$ cat src/logic/capcmp_pkg.sv
// constants for the two-channel capture/compare timer
// Overview of operation
// RL1: each channel value register is 16 bits, read/write, compared against counter
// RL2: capture edge copies counter into channel value and raises channel event
// RL3: captures only while counter runs; channels capture independently
// RL4: on match, next level moves to pin bit, second level to next level
// RL5: on compare match, reload register loads into channel value register
// RL6: channel control has three bits; upper five ignore writes, read ones, reset f8
// RL7: edge control bits 2-3 select channel 0 edge, bits 4-5 channel 1
// RL8: edge control top bits read ones, bottom bits zeros, reset c0
// RL9: capture pins sampled on falling clock edge, used for edge detection
// RL10: source holds capture pulses at least one clock period
// RL11: reset clears both channel value registers to 0000
// RL12: each channel has a 16-bit read/write reload register reset to 0000
// RL13: counter control bits 0-2 pick count clock, bit 3 runs counter
// RL14: counter control bit 4 and 5 pick capture mode per channel
// RL15: software may write the counter anytime; reads return live count
// RL16: channel control bit 0 is writable initial pin level; pin follows it
// RL17: software avoids bit read-modify-write on channel control near a match
// RL18: software sets port direction and alternate function per mode
// RL19: compare match raises the channel event shared with capture
// RL20: counter overflow wraps to zero and raises overflow event
// RL21: edge code 00 off, 01 rising, 10 falling, 11 both
// RL22: match acts once per count step, not while halted at that value
package capcmp_pkg;

  localparam int NUM_CHAN = 2;
  localparam int DATA_W = 16;
  localparam int ADDR_W = 4;
  localparam int TICK_W = 8;

  // ------------------------------------------------------------
  // register indices
  // ------------------------------------------------------------
  localparam logic [3:0] IDX_COUNT = 4'h0;
  localparam logic [3:0] IDX_CHAN0_VALUE = 4'h1;
  localparam logic [3:0] IDX_CHAN1_VALUE = 4'h2;
  localparam logic [3:0] IDX_COUNTER_CONTROL = 4'h3;
  localparam logic [3:0] IDX_CAPTURE_EDGE_CONTROL = 4'h4;
  localparam logic [3:0] IDX_CHAN0_CONTROL = 4'h5;
  localparam logic [3:0] IDX_CHAN1_CONTROL = 4'h6;
  localparam logic [3:0] IDX_CHAN0_RELOAD = 4'h7;
  localparam logic [3:0] IDX_CHAN1_RELOAD = 4'h8;

  // ------------------------------------------------------------
  // field positions
  // ------------------------------------------------------------
  localparam int POS_PIN_OUTPUT_BIT = 0;
  localparam int POS_NEXT_LEVEL_BUFFER = 1;
  localparam int POS_SECOND_LEVEL_BUFFER = 2;
  localparam int POS_COUNT_CLOCK_SELECT = 0;
  localparam int POS_COUNTER_RUN = 3;
  localparam int POS_CHAN0_MODE_SELECT = 4;
  localparam int POS_CHAN0_EDGE_SELECT = 2;
  localparam int EDGE_FIELD_W = 2;

  // ------------------------------------------------------------
  // reset values and fixed read bits
  // ------------------------------------------------------------
  localparam logic [15:0] RST_VALUE = 16'h0000;
  localparam logic [15:0] RST_RELOAD = 16'h0000;
  localparam logic [15:0] RST_COUNT = 16'h0000;
  localparam logic [7:0] RST_CHAN_CONTROL = 8'hf8;
  localparam logic [7:0] RST_CAPTURE_EDGE_CONTROL = 8'hc0;
  localparam logic [7:0] RST_COUNTER_CONTROL = 8'hc0;
  localparam logic [7:0] ONES_CHAN_CONTROL = 8'hf8;
  localparam logic [7:0] ONES_CAPTURE_EDGE_CONTROL = 8'hc0;
  localparam logic [7:0] ONES_COUNTER_CONTROL = 8'hc0;
  localparam logic [15:0] COUNT_MAX = 16'hffff;

  // ------------------------------------------------------------
  // edge codes
  // ------------------------------------------------------------
  localparam logic [1:0] EDGE_OFF = 2'h0;
  localparam logic [1:0] EDGE_RISE = 2'h1;
  localparam logic [1:0] EDGE_FALL = 2'h2;
  localparam logic [1:0] EDGE_BOTH = 2'h3;

endpackage

$ cat src/logic/capcmp_pin_sampler.sv
// falling-edge sampler for the capture pins
`timescale 1ns/1ns
module capcmp_pin_sampler (
  input wire logic clk_i,
  input wire logic rst_b_i,
  input wire logic ce_i,
  input wire logic [capcmp_pkg::NUM_CHAN-1:0] pin_i,
  output logic [capcmp_pkg::NUM_CHAN-1:0] sampled_o
);

  typedef struct packed {
    logic [capcmp_pkg::NUM_CHAN-1:0] sample;
  } sampler_state_t;

  sampler_state_t state_r;
  sampler_state_t state_nxt;

  // ------------------------------------------------------------
  // next state
  // ------------------------------------------------------------
  always_comb begin
    state_nxt = state_r;
    if (ce_i) begin
      state_nxt.sample = pin_i;
    end
  end

  // ------------------------------------------------------------
  // falling-edge register
  // ------------------------------------------------------------
  always_ff @(negedge clk_i or negedge rst_b_i) begin
    if (!rst_b_i) begin
      state_r <= '0;
    end else begin
      state_r <= state_nxt; // RL9
    end
  end

  assign sampled_o = state_r.sample;

endmodule

$ cat src/logic/capcmp_timer.sv
// two-channel capture/compare timer with free-running counter
//
// The register addresses and the plain strobed port are this design's own decisions.
`timescale 1ns/1ns
module capcmp_timer (
  input wire logic clk_i,
  input wire logic rst_b_i,
  input wire logic ce_i,
  input wire logic [capcmp_pkg::ADDR_W-1:0] addr_i,
  input wire logic [capcmp_pkg::DATA_W-1:0] wdata_i,
  input wire logic wr_i,
  input wire logic rd_i,
  output logic [capcmp_pkg::DATA_W-1:0] rdata_o,
  input wire logic [capcmp_pkg::TICK_W-1:0] count_tick_i,
  input wire logic [capcmp_pkg::NUM_CHAN-1:0] channel_pin_i,
  output logic [capcmp_pkg::NUM_CHAN-1:0] channel_pin_o,
  output logic [capcmp_pkg::NUM_CHAN-1:0] channel_pin_oe_b_o,
  output logic [capcmp_pkg::NUM_CHAN-1:0] chan_event_o,
  output logic overflow_event_o
);

  // ------------------------------------------------------------
  // state
  // ------------------------------------------------------------
  typedef struct packed {
    logic [15:0] count;
    logic [2:0] clk_sel;
    logic run;
    logic [1:0] mode;
    logic [1:0][1:0] edge_sel;
    logic [1:0][15:0] value;
    logic [1:0][15:0] reload;
    logic [1:0][2:0] ctl;
    logic [1:0] pin_prev;
    logic [1:0] chan_evt;
    logic ovf_evt;
    logic [15:0] rdata;
  } timer_state_t;

  timer_state_t state_r;
  timer_state_t state_nxt;

  logic [capcmp_pkg::NUM_CHAN-1:0] pin_sampled;

  // ------------------------------------------------------------
  // capture pin sampling
  // ------------------------------------------------------------
  capcmp_pin_sampler u_sampler (
    .clk_i(clk_i),
    .rst_b_i(rst_b_i),
    .ce_i(ce_i),
    .pin_i(channel_pin_i),
    .sampled_o(pin_sampled)
  );

  // ------------------------------------------------------------
  // helpers
  // ------------------------------------------------------------
  logic tick;
  logic [1:0] rise;
  logic [1:0] fall;
  logic [1:0] edge_hit;
  logic [1:0] match;

  always_comb begin
    tick = count_tick_i[state_r.clk_sel] & state_r.run; // RL13
  end

  // per-channel edge and match detection
  for (genvar c = 0; c < capcmp_pkg::NUM_CHAN; c++) begin : g_chan
    always_comb begin
      rise[c] = pin_sampled[c] & ~state_r.pin_prev[c];
      fall[c] = ~pin_sampled[c] & state_r.pin_prev[c];
      unique case (state_r.edge_sel[c]) // RL21
        capcmp_pkg::EDGE_OFF: edge_hit[c] = 1'b0;
        capcmp_pkg::EDGE_RISE: edge_hit[c] = rise[c];
        capcmp_pkg::EDGE_FALL: edge_hit[c] = fall[c];
        capcmp_pkg::EDGE_BOTH: edge_hit[c] = rise[c] | fall[c];
      endcase
      // one action per counter step, none while halted
      match[c] = tick & ~state_r.mode[c] & (state_r.count == state_r.value[c]); // RL1 RL22
    end
  end

  // ------------------------------------------------------------
  // read data formatting
  // ------------------------------------------------------------
  logic [7:0] counter_control_rd;
  logic [7:0] edge_control_rd;
  logic [1:0][7:0] chan_control_rd;

  always_comb begin
    counter_control_rd = capcmp_pkg::ONES_COUNTER_CONTROL;
    counter_control_rd[capcmp_pkg::POS_COUNT_CLOCK_SELECT +: 3] = state_r.clk_sel;
    counter_control_rd[capcmp_pkg::POS_COUNTER_RUN] = state_r.run;
    counter_control_rd[capcmp_pkg::POS_CHAN0_MODE_SELECT +: 2] = state_r.mode;
    edge_control_rd = capcmp_pkg::ONES_CAPTURE_EDGE_CONTROL; // RL8
    edge_control_rd[capcmp_pkg::POS_CHAN0_EDGE_SELECT +: 4] = state_r.edge_sel; // RL7
    for (int c = 0; c < capcmp_pkg::NUM_CHAN; c++) begin
      chan_control_rd[c] = capcmp_pkg::ONES_CHAN_CONTROL; // RL6
      chan_control_rd[c][2:0] = state_r.ctl[c];
    end
  end

  logic [15:0] rd_mux;

  always_comb begin
    unique case (addr_i)
      capcmp_pkg::IDX_COUNT: rd_mux = state_r.count; // RL15
      capcmp_pkg::IDX_CHAN0_VALUE: rd_mux = state_r.value[0];
      capcmp_pkg::IDX_CHAN1_VALUE: rd_mux = state_r.value[1];
      capcmp_pkg::IDX_COUNTER_CONTROL: rd_mux = {8'h00, counter_control_rd};
      capcmp_pkg::IDX_CAPTURE_EDGE_CONTROL: rd_mux = {8'h00, edge_control_rd};
      capcmp_pkg::IDX_CHAN0_CONTROL: rd_mux = {8'h00, chan_control_rd[0]};
      capcmp_pkg::IDX_CHAN1_CONTROL: rd_mux = {8'h00, chan_control_rd[1]};
      capcmp_pkg::IDX_CHAN0_RELOAD: rd_mux = state_r.reload[0];
      capcmp_pkg::IDX_CHAN1_RELOAD: rd_mux = state_r.reload[1];
      default: rd_mux = 16'h0000;
    endcase
  end

  // ------------------------------------------------------------
  // next state
  // ------------------------------------------------------------
  always_comb begin
    state_nxt = state_r;
    state_nxt.chan_evt = 2'h0;
    state_nxt.ovf_evt = 1'b0;
    state_nxt.pin_prev = pin_sampled;

    // read data stands in the cycle after the strobe only
    if (rd_i) begin
      state_nxt.rdata = rd_mux;
    end else begin
      state_nxt.rdata = 16'h0000;
    end

    // counter stepping
    if (tick) begin
      state_nxt.count = state_r.count + 16'h0001;
      if (state_r.count == capcmp_pkg::COUNT_MAX) begin
        state_nxt.ovf_evt = 1'b1; // RL20
      end
    end

    // software writes
    if (wr_i) begin
      unique case (addr_i)
        capcmp_pkg::IDX_COUNT: begin
          state_nxt.count = wdata_i; // RL15
        end
        capcmp_pkg::IDX_CHAN0_VALUE: begin
          state_nxt.value[0] = wdata_i; // RL1
        end
        capcmp_pkg::IDX_CHAN1_VALUE: begin
          state_nxt.value[1] = wdata_i; // RL1
        end
        capcmp_pkg::IDX_COUNTER_CONTROL: begin
          state_nxt.clk_sel = wdata_i[capcmp_pkg::POS_COUNT_CLOCK_SELECT +: 3]; // RL13
          state_nxt.run = wdata_i[capcmp_pkg::POS_COUNTER_RUN]; // RL13
          state_nxt.mode = wdata_i[capcmp_pkg::POS_CHAN0_MODE_SELECT +: 2]; // RL14
        end
        capcmp_pkg::IDX_CAPTURE_EDGE_CONTROL: begin
          state_nxt.edge_sel = wdata_i[capcmp_pkg::POS_CHAN0_EDGE_SELECT +: 4]; // RL7 RL8
        end
        capcmp_pkg::IDX_CHAN0_CONTROL: begin
          state_nxt.ctl[0] = wdata_i[2:0]; // RL6 RL16
        end
        capcmp_pkg::IDX_CHAN1_CONTROL: begin
          state_nxt.ctl[1] = wdata_i[2:0]; // RL6 RL16
        end
        capcmp_pkg::IDX_CHAN0_RELOAD: begin
          state_nxt.reload[0] = wdata_i; // RL12
        end
        capcmp_pkg::IDX_CHAN1_RELOAD: begin
          state_nxt.reload[1] = wdata_i; // RL12
        end
        default: begin
        end
      endcase
    end

    // channel events override software in the same cycle
    for (int c = 0; c < capcmp_pkg::NUM_CHAN; c++) begin
      if (state_r.mode[c]) begin
        if (state_r.run && edge_hit[c]) begin // RL3
          state_nxt.value[c] = state_r.count; // RL2
          state_nxt.chan_evt[c] = 1'b1; // RL2
        end
      end else if (match[c]) begin
        state_nxt.ctl[c][capcmp_pkg::POS_PIN_OUTPUT_BIT] =
          state_r.ctl[c][capcmp_pkg::POS_NEXT_LEVEL_BUFFER]; // RL4
        state_nxt.ctl[c][capcmp_pkg::POS_NEXT_LEVEL_BUFFER] =
          state_r.ctl[c][capcmp_pkg::POS_SECOND_LEVEL_BUFFER]; // RL4
        state_nxt.value[c] = state_r.reload[c]; // RL5
        state_nxt.chan_evt[c] = 1'b1; // RL19
      end
    end
  end

  // ------------------------------------------------------------
  // registers
  // ------------------------------------------------------------
  always_ff @(posedge clk_i or negedge rst_b_i) begin
    if (!rst_b_i) begin
      state_r.count <= capcmp_pkg::RST_COUNT;
      state_r.clk_sel <= capcmp_pkg::RST_COUNTER_CONTROL[2:0];
      state_r.run <= capcmp_pkg::RST_COUNTER_CONTROL[capcmp_pkg::POS_COUNTER_RUN];
      state_r.mode <= capcmp_pkg::RST_COUNTER_CONTROL[5:4];
      state_r.edge_sel <= capcmp_pkg::RST_CAPTURE_EDGE_CONTROL[5:2]; // RL8
      state_r.value <= {2{capcmp_pkg::RST_VALUE}}; // RL11
      state_r.reload <= {2{capcmp_pkg::RST_RELOAD}}; // RL12
      state_r.ctl <= {2{capcmp_pkg::RST_CHAN_CONTROL[2:0]}}; // RL6
      state_r.pin_prev <= 2'h0;
      state_r.chan_evt <= 2'h0;
      state_r.ovf_evt <= 1'b0;
      state_r.rdata <= 16'h0000;
    end else if (ce_i) begin
      state_r <= state_nxt;
    end
  end

  // ------------------------------------------------------------
  // outputs
  // ------------------------------------------------------------
  always_comb begin
    for (int c = 0; c < capcmp_pkg::NUM_CHAN; c++) begin
      channel_pin_o[c] = state_r.ctl[c][capcmp_pkg::POS_PIN_OUTPUT_BIT]; // RL16
    end
  end

  // pin driven in compare mode, released in capture mode
  assign channel_pin_oe_b_o = state_r.mode;
  assign chan_event_o = state_r.chan_evt;
  assign overflow_event_o = state_r.ovf_evt;
  assign rdata_o = state_r.rdata;

endmodule

$ cat config.mk
export PLATFORM = sky130hd
export DESIGN_NAME = capcmp_timer
export DESIGN_NICKNAME = d
export VERILOG_FILES = /design/src/logic/capcmp_pkg.sv /design/src/logic/capcmp_pin_sampler.sv /design/src/logic/capcmp_timer.sv
export SDC_FILE = /design/constraint.sdc
export NUM_CORES = 1
export LEC_CHECK = 0
export ABC_AREA = 1
export BUFFER_PORTS_ARGS = -buffer_cell sky130_fd_sc_hd__buf_4
export CORE_UTILIZATION = 65
export CTS_CLUSTER_SIZE = 24
export DETAILED_ROUTE_END_ITERATION = 10
export PLACE_DENSITY = 0.85
export SETUP_SLACK_MARGIN = 0.2
export SYNTH_ARGS = -nofsm -noshare
export SYNTH_HDL_FRONTEND = slang
export SYNTH_SLANG_ARGS = --single-unit
export TNS_END_PERCENT = 30
$ cat constraint.sdc
create_clock -name clk_i -period 4.75 [get_ports clk_i]
set_clock_uncertainty 0.15 [all_clocks]
set_input_delay 0.475 -clock clk_i [delete_from_list [all_inputs] [get_ports clk_i]]
set_output_delay 0.475 -clock clk_i [all_outputs]
set_load 0.05 [all_outputs]
==> metrics.cfg, run 1 <==
[clocking]
root_buffer = clkbuf_16
clock_latency_ps = 430
cts_made_buffers = 17
cts.path.max_buffers = 2
htreeDepth = 4
clk_pin_slew_ps = 60
cts_tree = done
cts_sinks = 119

[timing]
slew_viol_final = 0
tightest_slew_ps = 1200
setup_violations = 0
slew_headroom = 0.196
grt_setup_unrepaired = false
fin_tns_setup_ps = 0
hold_viol = 0

[route]
drc = 0
wire_per_inst_um = 17.7
vias_per_cell = 6.03
drt-total-wl_um = 24700
drtIter0Drc = 1091
num_vias = 8394
ant_nets = 0
dr.pass1.iters = 6

[final_layout]
drive_above_1_share = 0.100
fin_util = 0.737
area_growth_pct = 10.9
nets = 1273
final_cells = 1393
antenna_cells = 0

[power]
sw_frac_of_total = 0.367
p_int_mw = 2.34
vdd_ir_drop_max_uv = 305
power_frac_seq = 0.384
powerDensity_mw_per_mm2 = 417
p_leak_nw = 4.43
clockPowerShare = 0.343
p_sw_mw = 1.36
comb_power_share = 0.273

[placement]
gp_congestion = 0.962
numPortBuffers = 57
placed_cells = 1360
hpwl_um = 15700

[global_routing]
overflow = 0
grtUsageTotal = 0.409
first_global_vias = 7820
grt_antenna_before_repair = 1
grt_pass1_wl_um = 40000
grt_start_max_net_pins = 87

[run_status]
status = finished, final reports clean

[die]
die_h_um = 113
core_area_mm2 = 0.0120
start_util = 0.664
dieArea_mm2 = 0.0127
die_w_um = 113
io_pins = 58
placementRows = 40

[hold_path]
hold_end = state_r[55]
min_from = wdata_i[12]
min_path_type = in -> reg
whs_path_depth = 3

[yosys]
ys_warn_count = 0
avgSynthCellArea_um2 = 6.55
ys_seq_area_frac = 0.373
ys_async_sr_fraction = 1.00
ys_ff_latch = 119
synth_area_mm2 = 0.00798
yosysUniqueCellTypes = 37
synth_cells = 1218
synth_nets = 1258
synth_edf_count = 0
synth-main-ff-cell = dfrtp_1

[worst_setup_path]
worst_r2r_endpoint = state_r[68]
crit_fanout = 16
timing.reg2reg.setup_slack_ps = 310
cp.required_ps = 4910
critPathCaptureType = flop
arrival_ps = 4600
start_kind = flop
reg2reg_from = u_sampler.sampled_o[0]
worstRegToRegCells = 9
path_class = reg -> reg

[job]
cap_violations = 0

-- power by group through the flow --
stage	registers, mW	logic, mW	clock network [mW]
4_1_cts	1.41	0.986	1.27
6_report	1.42	1.01	1.27
5_1_grt	1.44	1.13	1.31
3_5_place_dp	1.42	0.971	0
3_3_place_gp	1.42	0.950	0
2_1_floorplan	1.35	0.778	0
-- cell families after synthesis --
logic type / share of synthesized area
AND/OR/NAND/NOR: 0.322
XOR/XNOR: 0.0198
AO/OA/AOI/OAI: 0.159
flip-flops: 0.373
adder cells (fa/ha/maj): 0.00784
buffers and inverters: 0.117
-- state kept, by name (all words and copies together), names as in the netlist --
signal               cells
chan_event_o             2
u_sampler.sampled_o      2
channel_pin_o            2
edge_control_rd          4
rdata_o                 16
counter_control_rd       4
chan_control_rd          4
channel_pin_oe_b_o       2
state_r                 82
overflow_event_o         1
-- how the worst max path moves through the flow --
stage	startpoint	end	slack, ps	depth (start not counted)
2_1_floorplan	u_sampler.sampled_o[1]	state_r[82]	560	11
3_3_place_gp	u_sampler.sampled_o[1]	state_r[77]	420	8
3_5_place_dp	u_sampler.sampled_o[1]	state_r[89]	320	10
4_1_cts	u_sampler.sampled_o[1]	state_r[89]	340	10
5_1_grt	u_sampler.sampled_o[0]	state_r[65]	240	9
6_report	u_sampler.sampled_o[0]	state_r[68]	310	9
-- through the flow --
step / hold slack (ps) / power, mW / setup WS, ps / instance area, um^2
2_1_floorplan: 29.4 / 2.13 / 555 / 7980
3_3_place_gp: 232 / 2.37 / 421 / 8270
3_5_place_dp: 233 / 2.39 / 321 / 8270
4_1_cts: 219 / 3.66 / 343 / 8850
5_1_grt: 225 / 3.89 / 238 / 8850
6_report: 226 / 3.70 / 310 / 8850
-- routing by layer --
| layer | share of wire | wire (um) | vias up | global-route usage |
|---|---|---|---|---|
| li1 | - | - | 3905 | - |
| met1 | 0.40 | 9930 | 3787 | 0.547 |
| met2 | 0.43 | 10600 | 592 | 0.598 |
| met3 | 0.13 | 3140 | 110 | 0.135 |
| met4 | 0.041 | 1020 | 0 | 0.198 |
| met5 | 0 | 0 | - | 0 |
-- timing repair --
action                                  CTS  global route
hold buffers                              1             0
endpoints found under the hold margin    18             0
buffers inserted                          0             0
gates resized for setup                   0             1
endpoints found under the setup margin    0             5
-- critical path, cell delays in order, from the launching register on --
cell	delay [ps]
dfrtn_1	440
ha_1	240
nand2_1	80
nand2_1	60
o21ai_1	120
nand3_1	170
nand2_2	430
nor2_1	110
nor2_1	120
nor2_1	50
-- final cells by class --
type                       instances  area (um^2)
multi-input combinational        888         4070
fill                            1009         3160
sequential                       119         2980
timing repair buffer              69          533
inverter                         138          518
clock buffer                      23          468
tap                              147          184
clock inverter                     9          103
-- placed cells by master, fill, tap and decap left out, types with 4 or more instances in the layout --
cell	instances
xor2_1	6
inv_1	122
o21ai_1	34
nand4_1	7
clkinv_2	4
nand2_2	4
and2_1	5
nor2_1	190
buf_4	67
clkbuf_1	4
o211ai_1	4
o22ai_1	18
nand3_1	71
ha_1	5
inv_2	13
dfrtp_1	117
a21oi_1	29
nand2_1	330
o21ai_0	128
a211oi_1	11
nor2_2	5
nor3_1	10
clkbuf_16	17
xnor2_1	12
-- synthesized netlist by cell type (7+ instances only) --
cell type | count | area, um^2
o21ai_0 | 128 | 641
nand3_1 | 71 | 355
nand2_1 | 330 | 1240
clkbuf_1 | 30 | 113
nand4_1 | 7 | 43.8
o22ai_1 | 18 | 113
nor3_1 | 10 | 50.1
o21ai_1 | 34 | 170
inv_2 | 13 | 48.8
a21oi_1 | 29 | 145
buf_4 | 24 | 180
buf_2 | 14 | 70.1
inv_1 | 122 | 458
dfrtp_1 | 117 | 2930
a211oi_1 | 11 | 82.6
xnor2_1 | 12 | 105
nor2_1 | 190 | 713
Note: power is estimated with default switching activity, not from simulation.
==> inputs of run 2 (changes only) <==
--- a/config.mk
+++ b/config.mk
@@ -7,12 +7,12 @@
 export LEC_CHECK = 0
 export ABC_AREA = 1
 export BUFFER_PORTS_ARGS = -buffer_cell sky130_fd_sc_hd__buf_4
-export CORE_UTILIZATION = 65
+export CORE_ASPECT_RATIO = 1.25
+export CORE_UTILIZATION = 40
 export CTS_CLUSTER_SIZE = 24
 export DETAILED_ROUTE_END_ITERATION = 10
-export PLACE_DENSITY = 0.85
 export SETUP_SLACK_MARGIN = 0.2
 export SYNTH_ARGS = -nofsm -noshare
 export SYNTH_HDL_FRONTEND = slang
 export SYNTH_SLANG_ARGS = --single-unit
-export TNS_END_PERCENT = 30
+export TNS_END_PERCENT = 100
==> metrics.cfg, run 2 (synthesis gave the netlist of run 1 again) <==
[route]
drtIter0Drc = 708
drt-total-wl_um = 27100
drc = 0
ant_nets = 0
dr.pass1.iters = 5
vias_per_cell = 5.30
wire_per_inst_um = 17.8
num_vias = 8057

[placement]
placed_cells = 1484
numPortBuffers = 57
gp_congestion = 0.895
hpwl_um = 18500

[worst_setup_path]
crit_chain = ha_1, nand2_1, nand2_1, o21ai_1, nand3_4, buf_4, nand2_4, nor2_1, nor2_1, nor2_1
start_kind = flop
crit_fanout = 16
crit_slowest_cell = dfrtn_1
critPathCaptureType = flop
path_class = reg -> reg
cp.required_ps = 4920
cp_slowest_stage_delay_ps = 440
arrival_ps = 4520
cp_common_cell = nor2_1

[die]
die_h_um = 160
dieArea_mm2 = 0.0205
start_util = 0.410
core_area_mm2 = 0.0195
placementRows = 57
die_w_um = 128
io_pins = 58

[global_routing]
use_met2 = 0.444
busiest_layer = met2
first_global_vias = 7673
grt_antenna_before_repair = 0
grtUsageTotal = 0.275
grt_start_max_net_pins = 87
met1_usage = 0.351
use_met3 = 0.0459
grt_pass1_wl_um = 42500
overflow = 0

[timing]
slew_viol_final = 0
grt_setup_unrepaired = false
hold_slack_ps = 231
setup_violations = 0
hold_viol = 0
slew_headroom = 0.198
tightest_slew_ps = 1200
fin_tns_setup_ps = 0

[final_layout]
final_cell_mix = 330 x nand2_1, 190 x nor2_1, 128 x o21ai_0
drive_above_1_share = 0.111
regMostFlops = state_r
final_cells = 1521
nets = 1283
fin_util = 0.469
area_growth_pct = 14.4
final_common_cell = nand2_1
largest_register_ffs = 82
antenna_cells = 0
fillCellCount = 2068

[clocking]
cts_made_buffers = 17
cts_tree = done
clock_latency_ps = 430
clk_pin_slew_ps = 60
htreeDepth = 4
cts_sinks = 119
cts.path.max_buffers = 2
root_buffer = clkbuf_16

[job]
cap_violations = 0

[power]
finalPower_mw = 3.81
vdd_ir_drop_max_uv = 298
powerDensity_mw_per_mm2 = 417
p_leak_nw = 4.48

[hold_path]
min_path_type = in -> reg

[run_status]
status = finished, final reports clean

-- run 2: cell count changes in the layout (fill, tap and decap cells not counted), moves of 2 or more --
cell        before  now
clkinv_2         4    2
clkbuf_1         4    1
clkinvlp_4       3    5
buf_4           67   78
-- run 2: per-layer routing --
metal	wire length, um	part of all wire
met1	11700	0.43
met5	0	0
met2	12800	0.47
met4	1170	0.043
met3	1350	0.050
-- run 2: what timing repair did --
action | CTS | global route
gates resized for setup | 0 | 4
hold buffers | 1 | 0
buffers inserted | 0 | 4
setup endpoints to repair | 0 | 32
endpoints found under the hold margin | 26 | 0
-- run 2: cell type report --
| type | instances | area (um^2) | area share |
|---|---|---|---|
| clock buffer | 21 | 470 | 0.0515 |
| clock inverter | 11 | 146 | 0.0160 |
| inverter | 138 | 518 | 0.0567 |
| multi-input combinational | 888 | 4090 | 0.448 |
| sequential | 119 | 2980 | 0.326 |
| tap | 265 | 332 | 0.0363 |
| timing repair buffer | 79 | 596 | 0.0652 |
-- run 2: worst paths after layout --
path / start / slack (ps) / endpoint / depth (start not counted)
worst max-delay path: u_sampler.sampled_o[0] / 400 / state_r[59] / 10
worst min-delay path: ce_i / 230 / chan_control_rd[1] / 3
min in group asynchronous: rst_b_i / 370 / channel_pin_o[0] / 2
worst min register to register: rdata_o[0] / 330 / rdata_o[0] / 2
worst max register to register: u_sampler.sampled_o[0] / 400 / state_r[59] / 10
max in group asynchronous: rst_b_i / 1440 / u_sampler.sampled_o[1] / 2
-- run 2: through the flow --
stage	area [um^2]	setup slack (ps)
finish	9130	400
global placement	8450	311
detailed placement	8450	219
floorplan	7980	555
global route	9130	234
CTS	9080	219
-- run 2: worst max-delay path, delay by kind of cell, from the launching register on --
kind / cells / cell delay [ps]
buf+inv: 1 / 180
fa+ha+maj: 1 / 240
simple gates: 7 / 700
compound gates: 1 / 200
flops: 1 / 440
-- run 2: power by group --
part / total, mW / internal [mW] / switching, mW
logic: 1.01 / 0.351 / 0.663
clock network: 1.37 / 0.865 / 0.505
registers: 1.42 / 1.20 / 0.226
total: 3.81 / 2.42 / 1.39
